[src/hw/cbm_pkg.sv]
// constants, types and carriers for the console button, mute and headphone control
package cbm_pkg;

  // clock and timing
  localparam int CBM_CLK_HZ = 50_000_000;
  localparam int CBM_DEBOUNCE_US = 10_000; // button settle time
  localparam int CBM_HOLD_US = 400_000; // press at least this long is a hold, shorter is a tap
  localparam int CBM_BOOT_STEP_US = 250_000; // time each status led stays lit at power-up
  localparam int CBM_DEBOUNCE_CYC = CBM_DEBOUNCE_US * (CBM_CLK_HZ / 1_000_000);
  localparam int CBM_HOLD_CYC = CBM_HOLD_US * (CBM_CLK_HZ / 1_000_000);
  localparam int CBM_BOOT_STEP_CYC = CBM_BOOT_STEP_US * (CBM_CLK_HZ / 1_000_000);
  localparam int CBM_CNT_W = 26;

  // rotary control and gain code layout
  localparam int CBM_POT_W = 8;
  localparam logic [CBM_POT_W-1:0] CBM_POT_MAX = 8'hff; // fully clockwise
  localparam logic [CBM_POT_W-1:0] CBM_POT_HALF = 8'h80; // detent
  localparam logic [CBM_POT_W-1:0] CBM_GAIN_FLOOR = 8'h00; // 40 dB below maximum

  // button index in the button vectors
  localparam int CBM_BTN_MAIN = 0;
  localparam int CBM_BTN_TALK = 1;

  typedef logic [CBM_CNT_W-1:0] cbm_cnt_type;
  typedef logic [CBM_POT_W-1:0] cbm_pot_type;
  typedef logic [2*CBM_POT_W-1:0] cbm_wide_type;

  typedef enum logic [1:0] {CBM_PUSH_MUTE, CBM_PUSH_TALK, CBM_ALTERNATE, CBM_HYBRID} cbm_main_mode_type;
  typedef enum logic [1:0] {CBM_BOOT_MAIN_GREEN, CBM_BOOT_MAIN_RED, CBM_BOOT_TALK, CBM_RUN} cbm_boot_type;

  // configuration settings
  typedef struct packed {
    cbm_main_mode_type main_mode;
    logic talk_hybrid; // 1: talkback hybrid, 0: push to talk
    logic level_balance; // 1: level/balance, 0: level/level
    logic reverse; // swap left/right
    logic full_mute; // 1: fully ccw mutes, 0: 40 dB floor
    logic on_air; // 1: on-air system mode, 0: production
  } cbm_cfg_type;

  typedef struct packed {
    logic main_green;
    logic main_red;
    logic talk_green;
  } cbm_led_type;

  typedef struct packed {
    cbm_pot_type left_gain;
    cbm_pot_type right_gain;
    logic left_mute;
    logic right_mute;
  } cbm_hp_type;

  // whole state of the control block
  typedef struct packed {
    cbm_boot_type boot;
    cbm_cnt_type boot_cnt;
    cbm_cnt_type [1:0] db_cnt;
    logic [1:0] stable;
    cbm_cnt_type [1:0] press_cnt;
    logic main_latch;
    logic talk_latch;
    logic main_out;
    logic talk_out;
    cbm_led_type led;
    cbm_hp_type hp;
  } cbm_state_type;

endpackage

[src/hw/cbm_console_ctrl.sv]
// button, mute, status led and headphone gain control of the announcer console
`timescale 1ns/1ps

// How it works
// - at power-up light the three status leds in turn, then run
// - main green led lit whenever main output active
// - on-air mode: once running, main red led lit whenever main output muted
// - production mode: main red led dark once running (lit only in its power-up phase)
// - push-to-mute: main active, muted only while button held
// - push-to-talk: main muted, active only while button held
// - alternate action: each press toggles main; starts muted
// - hybrid: hold gives active until release, tap toggles; starts muted
// - on-air mode: active talkback forces main output muted
// - on-air latched main output resumes after talkback ends
// - production mode: talkback does not affect main output
// - talkback green led lit whenever talkback active
// - talkback push-to-talk: active only while button held
// - talkback hybrid: hold active until release, tap toggles
// - talkback hybrid starts muted after power-up
// - level/level: left pot left channel, right pot right; reverse swaps
// - level/level floor: fully ccw gives 40 dB below maximum
// - level/level full mute: fully ccw mutes its channel
// - level/balance: left pot overall level, right pot balance
// - balance ccw lowers right normally, left when reversed
// - level/balance floor: level ccw or balance extreme holds 40 dB down
// - level/balance full mute: level ccw mutes both, extreme mutes one
// - one setting picks on-air or production system mode
module cbm_console_ctrl #(
  parameter int DEBOUNCE_CYC = cbm_pkg::CBM_DEBOUNCE_CYC,
  parameter int HOLD_CYC = cbm_pkg::CBM_HOLD_CYC,
  parameter int BOOT_STEP_CYC = cbm_pkg::CBM_BOOT_STEP_CYC
) (
  input wire logic ref_clk,
  input wire logic rst,
  input wire logic main_output_button, // high while pressed
  input wire logic talkback_button, // high while pressed
  input wire cbm_pkg::cbm_cfg_type cfg,
  input wire cbm_pkg::cbm_pot_type left_pot,
  input wire cbm_pkg::cbm_pot_type right_pot,
  output cbm_pkg::cbm_led_type leds,
  output logic main_active,
  output logic talkback_active,
  output cbm_pkg::cbm_hp_type hp
);

  localparam cbm_pkg::cbm_cnt_type DB_LAST = cbm_pkg::cbm_cnt_type'(DEBOUNCE_CYC - 1);
  localparam cbm_pkg::cbm_cnt_type HOLD_LIM = cbm_pkg::cbm_cnt_type'(HOLD_CYC);
  localparam cbm_pkg::cbm_cnt_type BOOT_LAST = cbm_pkg::cbm_cnt_type'(BOOT_STEP_CYC - 1);

  cbm_pkg::cbm_state_type q;
  cbm_pkg::cbm_state_type d;
  logic [1:0] btn;

  assign btn = {talkback_button, main_output_button};

  ////////////////////////////////////////////////////////////////////////////
  // headphone gain mapping

  // scale a level by a balance factor, full by full gives full
  function automatic cbm_pkg::cbm_pot_type scale(input cbm_pkg::cbm_pot_type lvl, input cbm_pkg::cbm_pot_type fac);
    cbm_pkg::cbm_wide_type prod;
    prod = cbm_pkg::cbm_wide_type'(lvl) * cbm_pkg::cbm_wide_type'(fac) + cbm_pkg::cbm_wide_type'(lvl);
    scale = prod[2*cbm_pkg::CBM_POT_W-1:cbm_pkg::CBM_POT_W];
  endfunction

  // pot positions and settings to per-channel gain and mute
  function automatic cbm_pkg::cbm_hp_type hp_map(input cbm_pkg::cbm_cfg_type c, input cbm_pkg::cbm_pot_type lp,
                                                 input cbm_pkg::cbm_pot_type rp);
    cbm_pkg::cbm_hp_type r;
    cbm_pkg::cbm_pot_type lo_fac;
    cbm_pkg::cbm_pot_type hi_fac;
    cbm_pkg::cbm_pot_type span;
    logic floor_l;
    logic floor_r;
    r = '0;
    span = cbm_pkg::CBM_POT_MAX - rp;
    // ccw half of balance trims one side, cw half the other
    lo_fac = (rp < cbm_pkg::CBM_POT_HALF) ? {rp[cbm_pkg::CBM_POT_W-2:0], 1'b0} : cbm_pkg::CBM_POT_MAX;
    hi_fac = (rp > cbm_pkg::CBM_POT_HALF) ? {span[cbm_pkg::CBM_POT_W-2:0], 1'b0} : cbm_pkg::CBM_POT_MAX;
    if (!c.level_balance) begin
      r.left_gain = c.reverse ? rp : lp;
      r.right_gain = c.reverse ? lp : rp;
      floor_l = (r.left_gain == '0);
      floor_r = (r.right_gain == '0);
    end else begin
      r.left_gain = scale(lp, c.reverse ? lo_fac : hi_fac);
      r.right_gain = scale(lp, c.reverse ? hi_fac : lo_fac);
      floor_l = (lp == '0) || (c.reverse ? (rp == '0) : (rp == cbm_pkg::CBM_POT_MAX));
      floor_r = (lp == '0) || (c.reverse ? (rp == cbm_pkg::CBM_POT_MAX) : (rp == '0));
    end
    // fully ccw or balance extreme: floor code or full mute
    if (floor_l) begin
      r.left_gain = cbm_pkg::CBM_GAIN_FLOOR;
      r.left_mute = c.full_mute;
    end
    if (floor_r) begin
      r.right_gain = cbm_pkg::CBM_GAIN_FLOOR;
      r.right_mute = c.full_mute;
    end
    hp_map = r;
  endfunction

  ////////////////////////////////////////////////////////////////////////////
  // next state

  // debounce, boot sequence, button modes, interlock, leds
  always_comb begin
    logic [1:0] rise;
    logic [1:0] tap;
    logic main_raw;
    logic talk_raw;
    logic run;
    rise = '0;
    tap = '0;
    main_raw = 1'b0;
    talk_raw = 1'b0;
    run = 1'b0;
    d = q;
    for (int i = 0; i < 2; i++) begin
      // stable level changes only after the input differs for the full settle time
      if (btn[i] == q.stable[i]) begin
        d.db_cnt[i] = '0;
      end else if (q.db_cnt[i] == DB_LAST) begin
        d.stable[i] = btn[i];
        d.db_cnt[i] = '0;
      end else begin
        d.db_cnt[i] = q.db_cnt[i] + cbm_pkg::cbm_cnt_type'(1);
      end
      // press length, saturating at the hold threshold
      if (!q.stable[i]) begin
        d.press_cnt[i] = '0;
      end else if (q.press_cnt[i] < HOLD_LIM) begin
        d.press_cnt[i] = q.press_cnt[i] + cbm_pkg::cbm_cnt_type'(1);
      end
      rise[i] = d.stable[i] & ~q.stable[i];
      tap[i] = ~d.stable[i] & q.stable[i] & (q.press_cnt[i] < HOLD_LIM);
    end
    // power-up led walk
    unique case (q.boot)
      cbm_pkg::CBM_BOOT_MAIN_GREEN, cbm_pkg::CBM_BOOT_MAIN_RED, cbm_pkg::CBM_BOOT_TALK: begin
        if (q.boot_cnt == BOOT_LAST) begin
          d.boot_cnt = '0;
          d.boot = cbm_pkg::cbm_boot_type'(q.boot + 2'd1);
        end else begin
          d.boot_cnt = q.boot_cnt + cbm_pkg::cbm_cnt_type'(1);
        end
      end
      cbm_pkg::CBM_RUN: begin
        d.boot_cnt = '0;
      end
    endcase
    run = (q.boot == cbm_pkg::CBM_RUN);
    // latches change only in normal operation; talkback leaves main latch untouched
    if (run) begin
      if (cfg.main_mode == cbm_pkg::CBM_ALTERNATE && rise[cbm_pkg::CBM_BTN_MAIN]) begin
        d.main_latch = ~q.main_latch;
      end
      if (cfg.main_mode == cbm_pkg::CBM_HYBRID && tap[cbm_pkg::CBM_BTN_MAIN]) begin
        d.main_latch = ~q.main_latch;
      end
      if (cfg.talk_hybrid && tap[cbm_pkg::CBM_BTN_TALK]) begin
        d.talk_latch = ~q.talk_latch;
      end
    end
    unique case (cfg.main_mode)
      cbm_pkg::CBM_PUSH_MUTE: main_raw = ~d.stable[cbm_pkg::CBM_BTN_MAIN];
      cbm_pkg::CBM_PUSH_TALK: main_raw = d.stable[cbm_pkg::CBM_BTN_MAIN];
      cbm_pkg::CBM_ALTERNATE: main_raw = d.main_latch;
      cbm_pkg::CBM_HYBRID: main_raw = d.main_latch | d.stable[cbm_pkg::CBM_BTN_MAIN];
    endcase
    talk_raw = cfg.talk_hybrid ? (d.talk_latch | d.stable[cbm_pkg::CBM_BTN_TALK])
                               : d.stable[cbm_pkg::CBM_BTN_TALK];
    d.talk_out = run & talk_raw;
    d.main_out = run & main_raw & ~(cfg.on_air & d.talk_out);
    // status leds
    if (!run) begin
      d.led.main_green = (q.boot == cbm_pkg::CBM_BOOT_MAIN_GREEN);
      d.led.main_red = (q.boot == cbm_pkg::CBM_BOOT_MAIN_RED);
      d.led.talk_green = (q.boot == cbm_pkg::CBM_BOOT_TALK);
    end else begin
      d.led.main_green = d.main_out;
      d.led.main_red = cfg.on_air & ~d.main_out;
      d.led.talk_green = d.talk_out;
    end
    d.hp = hp_map(cfg, left_pot, right_pot);
  end

  // state register
  always_ff @(posedge ref_clk) begin
    if (rst) begin
      q <= '0;
    end else begin
      q <= d;
    end
  end

  assign leds = q.led;
  assign main_active = q.main_out;
  assign talkback_active = q.talk_out;
  assign hp = q.hp;
endmodule // cbm_console_ctrl

[config.mk]
export PLATFORM = sky130hd
export DESIGN_NAME = cbm_console_ctrl
export DESIGN_NICKNAME = d
export VERILOG_FILES = /design/src/hw/cbm_pkg.sv /design/src/hw/cbm_console_ctrl.sv
export SDC_FILE = /design/constraint.sdc
export NUM_CORES = 1
export LEC_CHECK = 0
export BUFFER_PORTS_ARGS = -buffer_cell sky130_fd_sc_hd__buf_2
export CAP_MARGIN = 20
export CORE_MARGIN = 2
export CORE_UTILIZATION = 40
export DETAILED_ROUTE_END_ITERATION = 7
export HOLD_SLACK_MARGIN = 0.06
export PLACE_DENSITY = 0.67
export SLEW_MARGIN = 0
export SYNTH_ARGS = -nofsm -noshare
export SYNTH_HDL_FRONTEND = slang
export SYNTH_SLANG_ARGS = --single-unit
[constraint.sdc]
create_clock -name ref_clk -period 6.91 [get_ports ref_clk]
set_clock_uncertainty 0.1 [all_clocks]
set_input_delay 0.3455 -clock ref_clk [delete_from_list [all_inputs] [get_ports ref_clk]]
set_output_delay 0.3455 -clock ref_clk [all_outputs]
set_load 0.005 [all_outputs]
# After elaboration in Yosys (flattened, before gate mapping)
# Cells that the tools add are included.
# totals
output_inout_bits	23
input_bits	27
word_cells	112
register_bits	159
# op_classes
n_mux	24
n_mul	2
reduce_logical	21
order_cmp	4
add_sub_neg	9
n_eq_ne	12
bitwise_logic	22
# ops
operator	n
$add A26 B1 Y26 const B	5
$eq A26 B19 Y1 const B	2
$lt A26 B25 Y1 const B	2
$pmux W26 S2	1
$mux W8	6
$add A16 B8 Y16	2
$logic_not A8 Y1	4
$mul A8 B8 Y16	2
$eq A26 B24 Y1 const B	1
$mux W26	1
$mux W16	1
$mux W1	12
$reduce_or A2 Y1	6
$and A1 B1 Y1	10
$not A1 Y1	10
$reduce_or A3 Y1	3
$eq A2 B2 Y1 const B	4
$eq A8 B8 Y1 const B	1
$gt A8 B8 Y1 const B	1
$lt A8 B8 Y1 const B	1
$sub A7 B7 Y7 const A	1
$eq A2 B1 Y1 const B	2
$logic_not A2 Y1	2
$pmux W1 S4	1
8 further kinds	13

# Depth between registers and ports, before layout
# logic_depth
ltp_word	18
mapped_depth	22
depth_no_buf	20

# Worst setup path after synthesis
# Ideal clock, no wire load.
# synth_timing
kind	input port to flip-flop
startpoint	input port cfg[2] (netlist name)
endpoint	register q (netlist bit hp[13])
path_buffers	3
arrival_ns	5.347
t_required_ns	6.670
setup_time_ns	0.140
cell_stages	19
path_slack_ns	1.323
path_cell_list	buf_2 > buf_1 > clkbuf_1 > a21oi_1 > and2_1 > fa_1 > fa_1 > fa_1 > inv_1 > fa_1 > inv_1 > ha_1 > and4_1 > a221oi_1 > o21ai_0 > or2_2 > a21o_1 > a211oi_1 > o32ai_1
# synth_between
elab_chain_len	4
elab_cells_between_ends	10
classes_between	add/sub (1); mul (1); mux (5); reduce/logical (3)
# synth_lines
item	line	text
start, declared	cbm_console_ctrl.sv:37	input wire cbm_pkg::cbm_cfg_type cfg,
$mux W8, or another cell as far along	cbm_console_ctrl.sv:86	r.left_gain = scale(lp, c.reverse ? lo_fac : hi_fac);
$mul A8 B8 Y16, or another cell as far along	cbm_console_ctrl.sv:62	prod = cbm_pkg::cbm_wide_type'(lvl) * cbm_pkg::cbm_wide_type'(fac) + cbm_pkg::cbm_wide_type'(lvl);
$add A16 B8 Y16 or $mux W1 (tied branches)	cbm_console_ctrl.sv:62, cbm_console_ctrl.sv:80	
$mux W16 or $reduce_or A2 Y1 (tied branches)	n/a	
end signal, assigned	cbm_console_ctrl.sv:191	q <= '0;
end signal, assigned	cbm_console_ctrl.sv:193	q <= d;
end, declared	cbm_console_ctrl.sv:50	cbm_pkg::cbm_state_type q;
# Parallel ways exist; a longest one is shown, timed or not.
# A chain may end at the register's enable or synchronous reset.

# Final worst setup path
# layout_timing
startpoint	input port cfg[2] (netlist name)
endpoint	register q (netlist bit hp[16])
# Same word-level chain as after synthesis.

==> flow_metrics.env <==
export IMPL_synthFlopType="dfxtp_1"
export IMPL_cts_tree="done"
export IMPL_gr_usage_met1=0.239
export IMPL_start_util=0.408
export IMPL_yosysSeqAreaShare=0.270
export IMPL_htree_levels=4
export IMPL_crit_top_cell="fa_1"
export IMPL_first_pass_iters=5
export IMPL_grt_pass1_vias=9186
export IMPL_grt_usage=0.174
export IMPL_postRouteAntennaNets=0
export IMPL_nets=1580
export IMPL_via_per_inst=5.24
export IMPL_antenna_found_initial=1
export IMPL_async_reset_ff_frac=0
export IMPL_crit_path_top_delay_cell="fa_1"
export IMPL_antennaDiodeCount=0
export IMPL_place_ws_ps=647
export IMPL_clk_pin_slew_worst_paths_ps=70
export IMPL_synth_largest_area_cell="dfxtp_1"
export IMPL_worstMarginPinSlew_ps=895
export IMPL_fp_dieH_um=176
export IMPL_portBuffers=49
export IMPL_crit_chain="buf_2 -> clkinv_1 -> and3_1 -> a21oi_1 -> nand2_1 -> fa_1 -> inv_1 -> fa_1 -> inv_1 -> fa_1 -> inv_1 -> fa_1 -> ha_1 -> and4_1 -> a221oi_1 -> o21ai_0 -> o2111ai_4 -> a31oi_4 -> and2b_1 -> a2111oi_4"
export IMPL_io_pins=50
export IMPL_slowest_delay_ps=520
export IMPL_crit_fanout=26
export IMPL_crit_type="input pin to flop"
export IMPL_dpl_hpwl_mm=19.2
export IMPL_end_kind="flop"
export IMPL_synth_area_leaders="dfxtp_1 (27%), fa_1 (15%), ha_1 (7.7%), nor2_1 (5.5%), xor2_1 (4.6%)"
export IMPL_hold_violations=0
export IMPL_wl_per_cell_um=14.3
export IMPL_start_kind="input pin"
export IMPL_die_w_um=176
export IMPL_maxSlewHeadroom=0.403
export IMPL_ys_warn_count=0
export IMPL_yosysTopAreaCellShare=0.270
export IMPL_gp_congestion=0.856
export IMPL_min_period_ps=5810
export IMPL_slew_violations=0
export IMPL_rsz0062_at_grt="false"
export IMPL_ir_drop_v=0.000280
export IMPL_finalPower_w=0.00369
export IMPL_met3_usage=0.0301
export IMPL_gr_usage_met2=0.282
export IMPL_cts_setup_buffers=0
export IMPL_setup_viol=0
export IMPL_p_leak_nw=5.18
export IMPL_synth_edf_count=0
export IMPL_syn_inst=1387
export IMPL_drt_wl_total_mm=25.6
export IMPL_arrival_ps=6050
export IMPL_avgSynthCellArea_um2=8.50
export IMPL_status="completed"
export IMPL_drive_above_1_share=0.0775
export IMPL_cts_root_buf="clkbuf_16"
export IMPL_dieArea_um2=30900
export IMPL_fin_ws_ps=1100
export IMPL_drv_cap=0
export IMPL_tns_ps=0
export IMPL_vias=9382
export IMPL_clk_insertion_delay_late_ps=430
export IMPL_synth_fp_nets=1573
export IMPL_postLayoutCoreUtil=0.445
export IMPL_grt_busiest_layer="met2"
export IMPL_grt_pass1_wl_mm=44.3
export IMPL_core_rowCount=62
export IMPL_clockBufferDepth=2
export IMPL_grt_max_degree=30
export IMPL_clock_fmax_mhz=172
export IMPL_drt_iter0_markers=622
export IMPL_cts_buffers=17
export IMPL_pwr_density_cell_nw_per_um2=287
export IMPL_drcViolationCount=0
export IMPL_ys_ff_latch=159
export IMPL_placeableCoreArea_um2=28900
export IMPL_syn_cell_area_um2=11800
export IMPL_required_ps=7150
export IMPL_clock_sinks=159
export IMPL_hp_class="input pin to flop"
export IMPL_period_share=0.841
export IMPL_grt_overflow=0
export IMPL_synth_cell_type_count=75
export IMPL_syn_to_final_growth_pct=8.85
flip-flops by register name (all words and copies together), names as in the netlist:
register and flops:
hp 18, leds 3, main_active 1, q 136, talkback_active 1
metal layers:
metal	vias up	wire length (um)
li1	4652	-
met1	4474	12400
met2	210	11500
met3	44	1140
met4	2	465
met5	-	13
layout by cell type, fill, tap and decap left out, drive strengths merged, types with 6 or more instances in the layout:
master    n
or4       6
nand3    52
nor3     77
dfxtp   159
nor2b    11
mux2i    16
buf      52
a21oi    42
ha       73
a211oi   14
o21ai    34
nand4    21
and2     59
or3      25
clkbuf   18
nor2    174
and3     27
and4     10
nor4     16
inv     124
nand2   123
fa       86
xnor2    47
clkinv    7
xor2     62
a31oi     6
path summary, 6_finish.rpt:
kind / cells past startpoint / slack, ps / startpoint / end
max: 20 / 1100 / cfg[2] / hp[16]$_SDFF_PP0_
min: 2 / 100 / cfg[0] / leds[1]$_SDFF_PP0_
max reg2reg: 6 / 4200 / q[70]$_SDFFE_PP0N_ / q[70]$_SDFFE_PP0N_
min reg2reg: 1 / 350 / q[131]$_SDFF_PP0_ / q[131]$_SDFF_PP0_
power by group:
group	leakage, nW	internal, W	switching, W	total, W
clock network	0.299	0.000585	0.000400	0.000985
logic	3.60	0.000770	0.000964	0.00173
registers	1.29	0.000953	0.0000147	0.000967
cell type report:
class                           instances  area (um2)
Clock inverter                         14         180
Tap cell                              384         480
Sequential cell                       159        3180
Multi-Input combinational cell       1041        7810
Clock buffer                           18         439
Fill cell                            2852       16000
Inverter                              122         458
Timing Repair Buffer                   53         278
cell families (layout without fill, tap and decap cells):
kind of cell,after synthesis,in the layout,synth area share
xor+xnor,109,109,0.0810
buf+inv,187,207,0.0672
compound gates,135,135,0.0811
flops,159,159,0.270
mux,17,17,0.0145
simple gates,621,621,0.263
fa+ha+maj,159,159,0.224
synthesized netlist by cell type (3+ instances only):
cell,number
or4_1,3
a21o_1,4
a21oi_1,42
and4_1,10
or2_2,4
nand3_1,52
or4_4,3
nor2b_1,11
xor2_1,62
or3_1,25
nor4b_1,4
nor2_1,174
buf_4,22
and3_1,26
mux2i_1,16
dfxtp_1,159
nor3_2,3
fa_1,86
clkinv_1,4
a31oi_1,5
o21a_1,3
buf_1,3
and2_1,58
clkbuf_1,34
o21ai_0,32
nand2_1,123
ha_1,73
xnor2_1,47
nand4_1,21
nor3b_1,4
nor4_1,14
inv_1,117
a211oi_1,14
buf_2,6
nor3_1,74
metrics by stage:
stage          instance area (um2)  cells  hold slack (ps)
2_1_floorplan                11800   1387              318
3_3_place_gp                 12200   1758              335
3_5_place_dp                 12200   1758              344
4_1_cts                      12800   1791             88.8
5_1_grt                      12800   1791             99.1
6_report                     12800   1791             97.7
critical path, delay by kind of cell:
family | cells | cell delay (ps)
fa+ha+maj | 5 | 2280
compound gates | 6 | 1640
buf+inv | 5 | 930
simple gates | 4 | 840
repair_timing:
item                                    CTS  global route
hold buffers                              1             0
endpoints found under the hold margin     1             0
endpoints found under the setup margin    0             0
resized for setup                         0             0
Power figures use the tool's default switching activity.
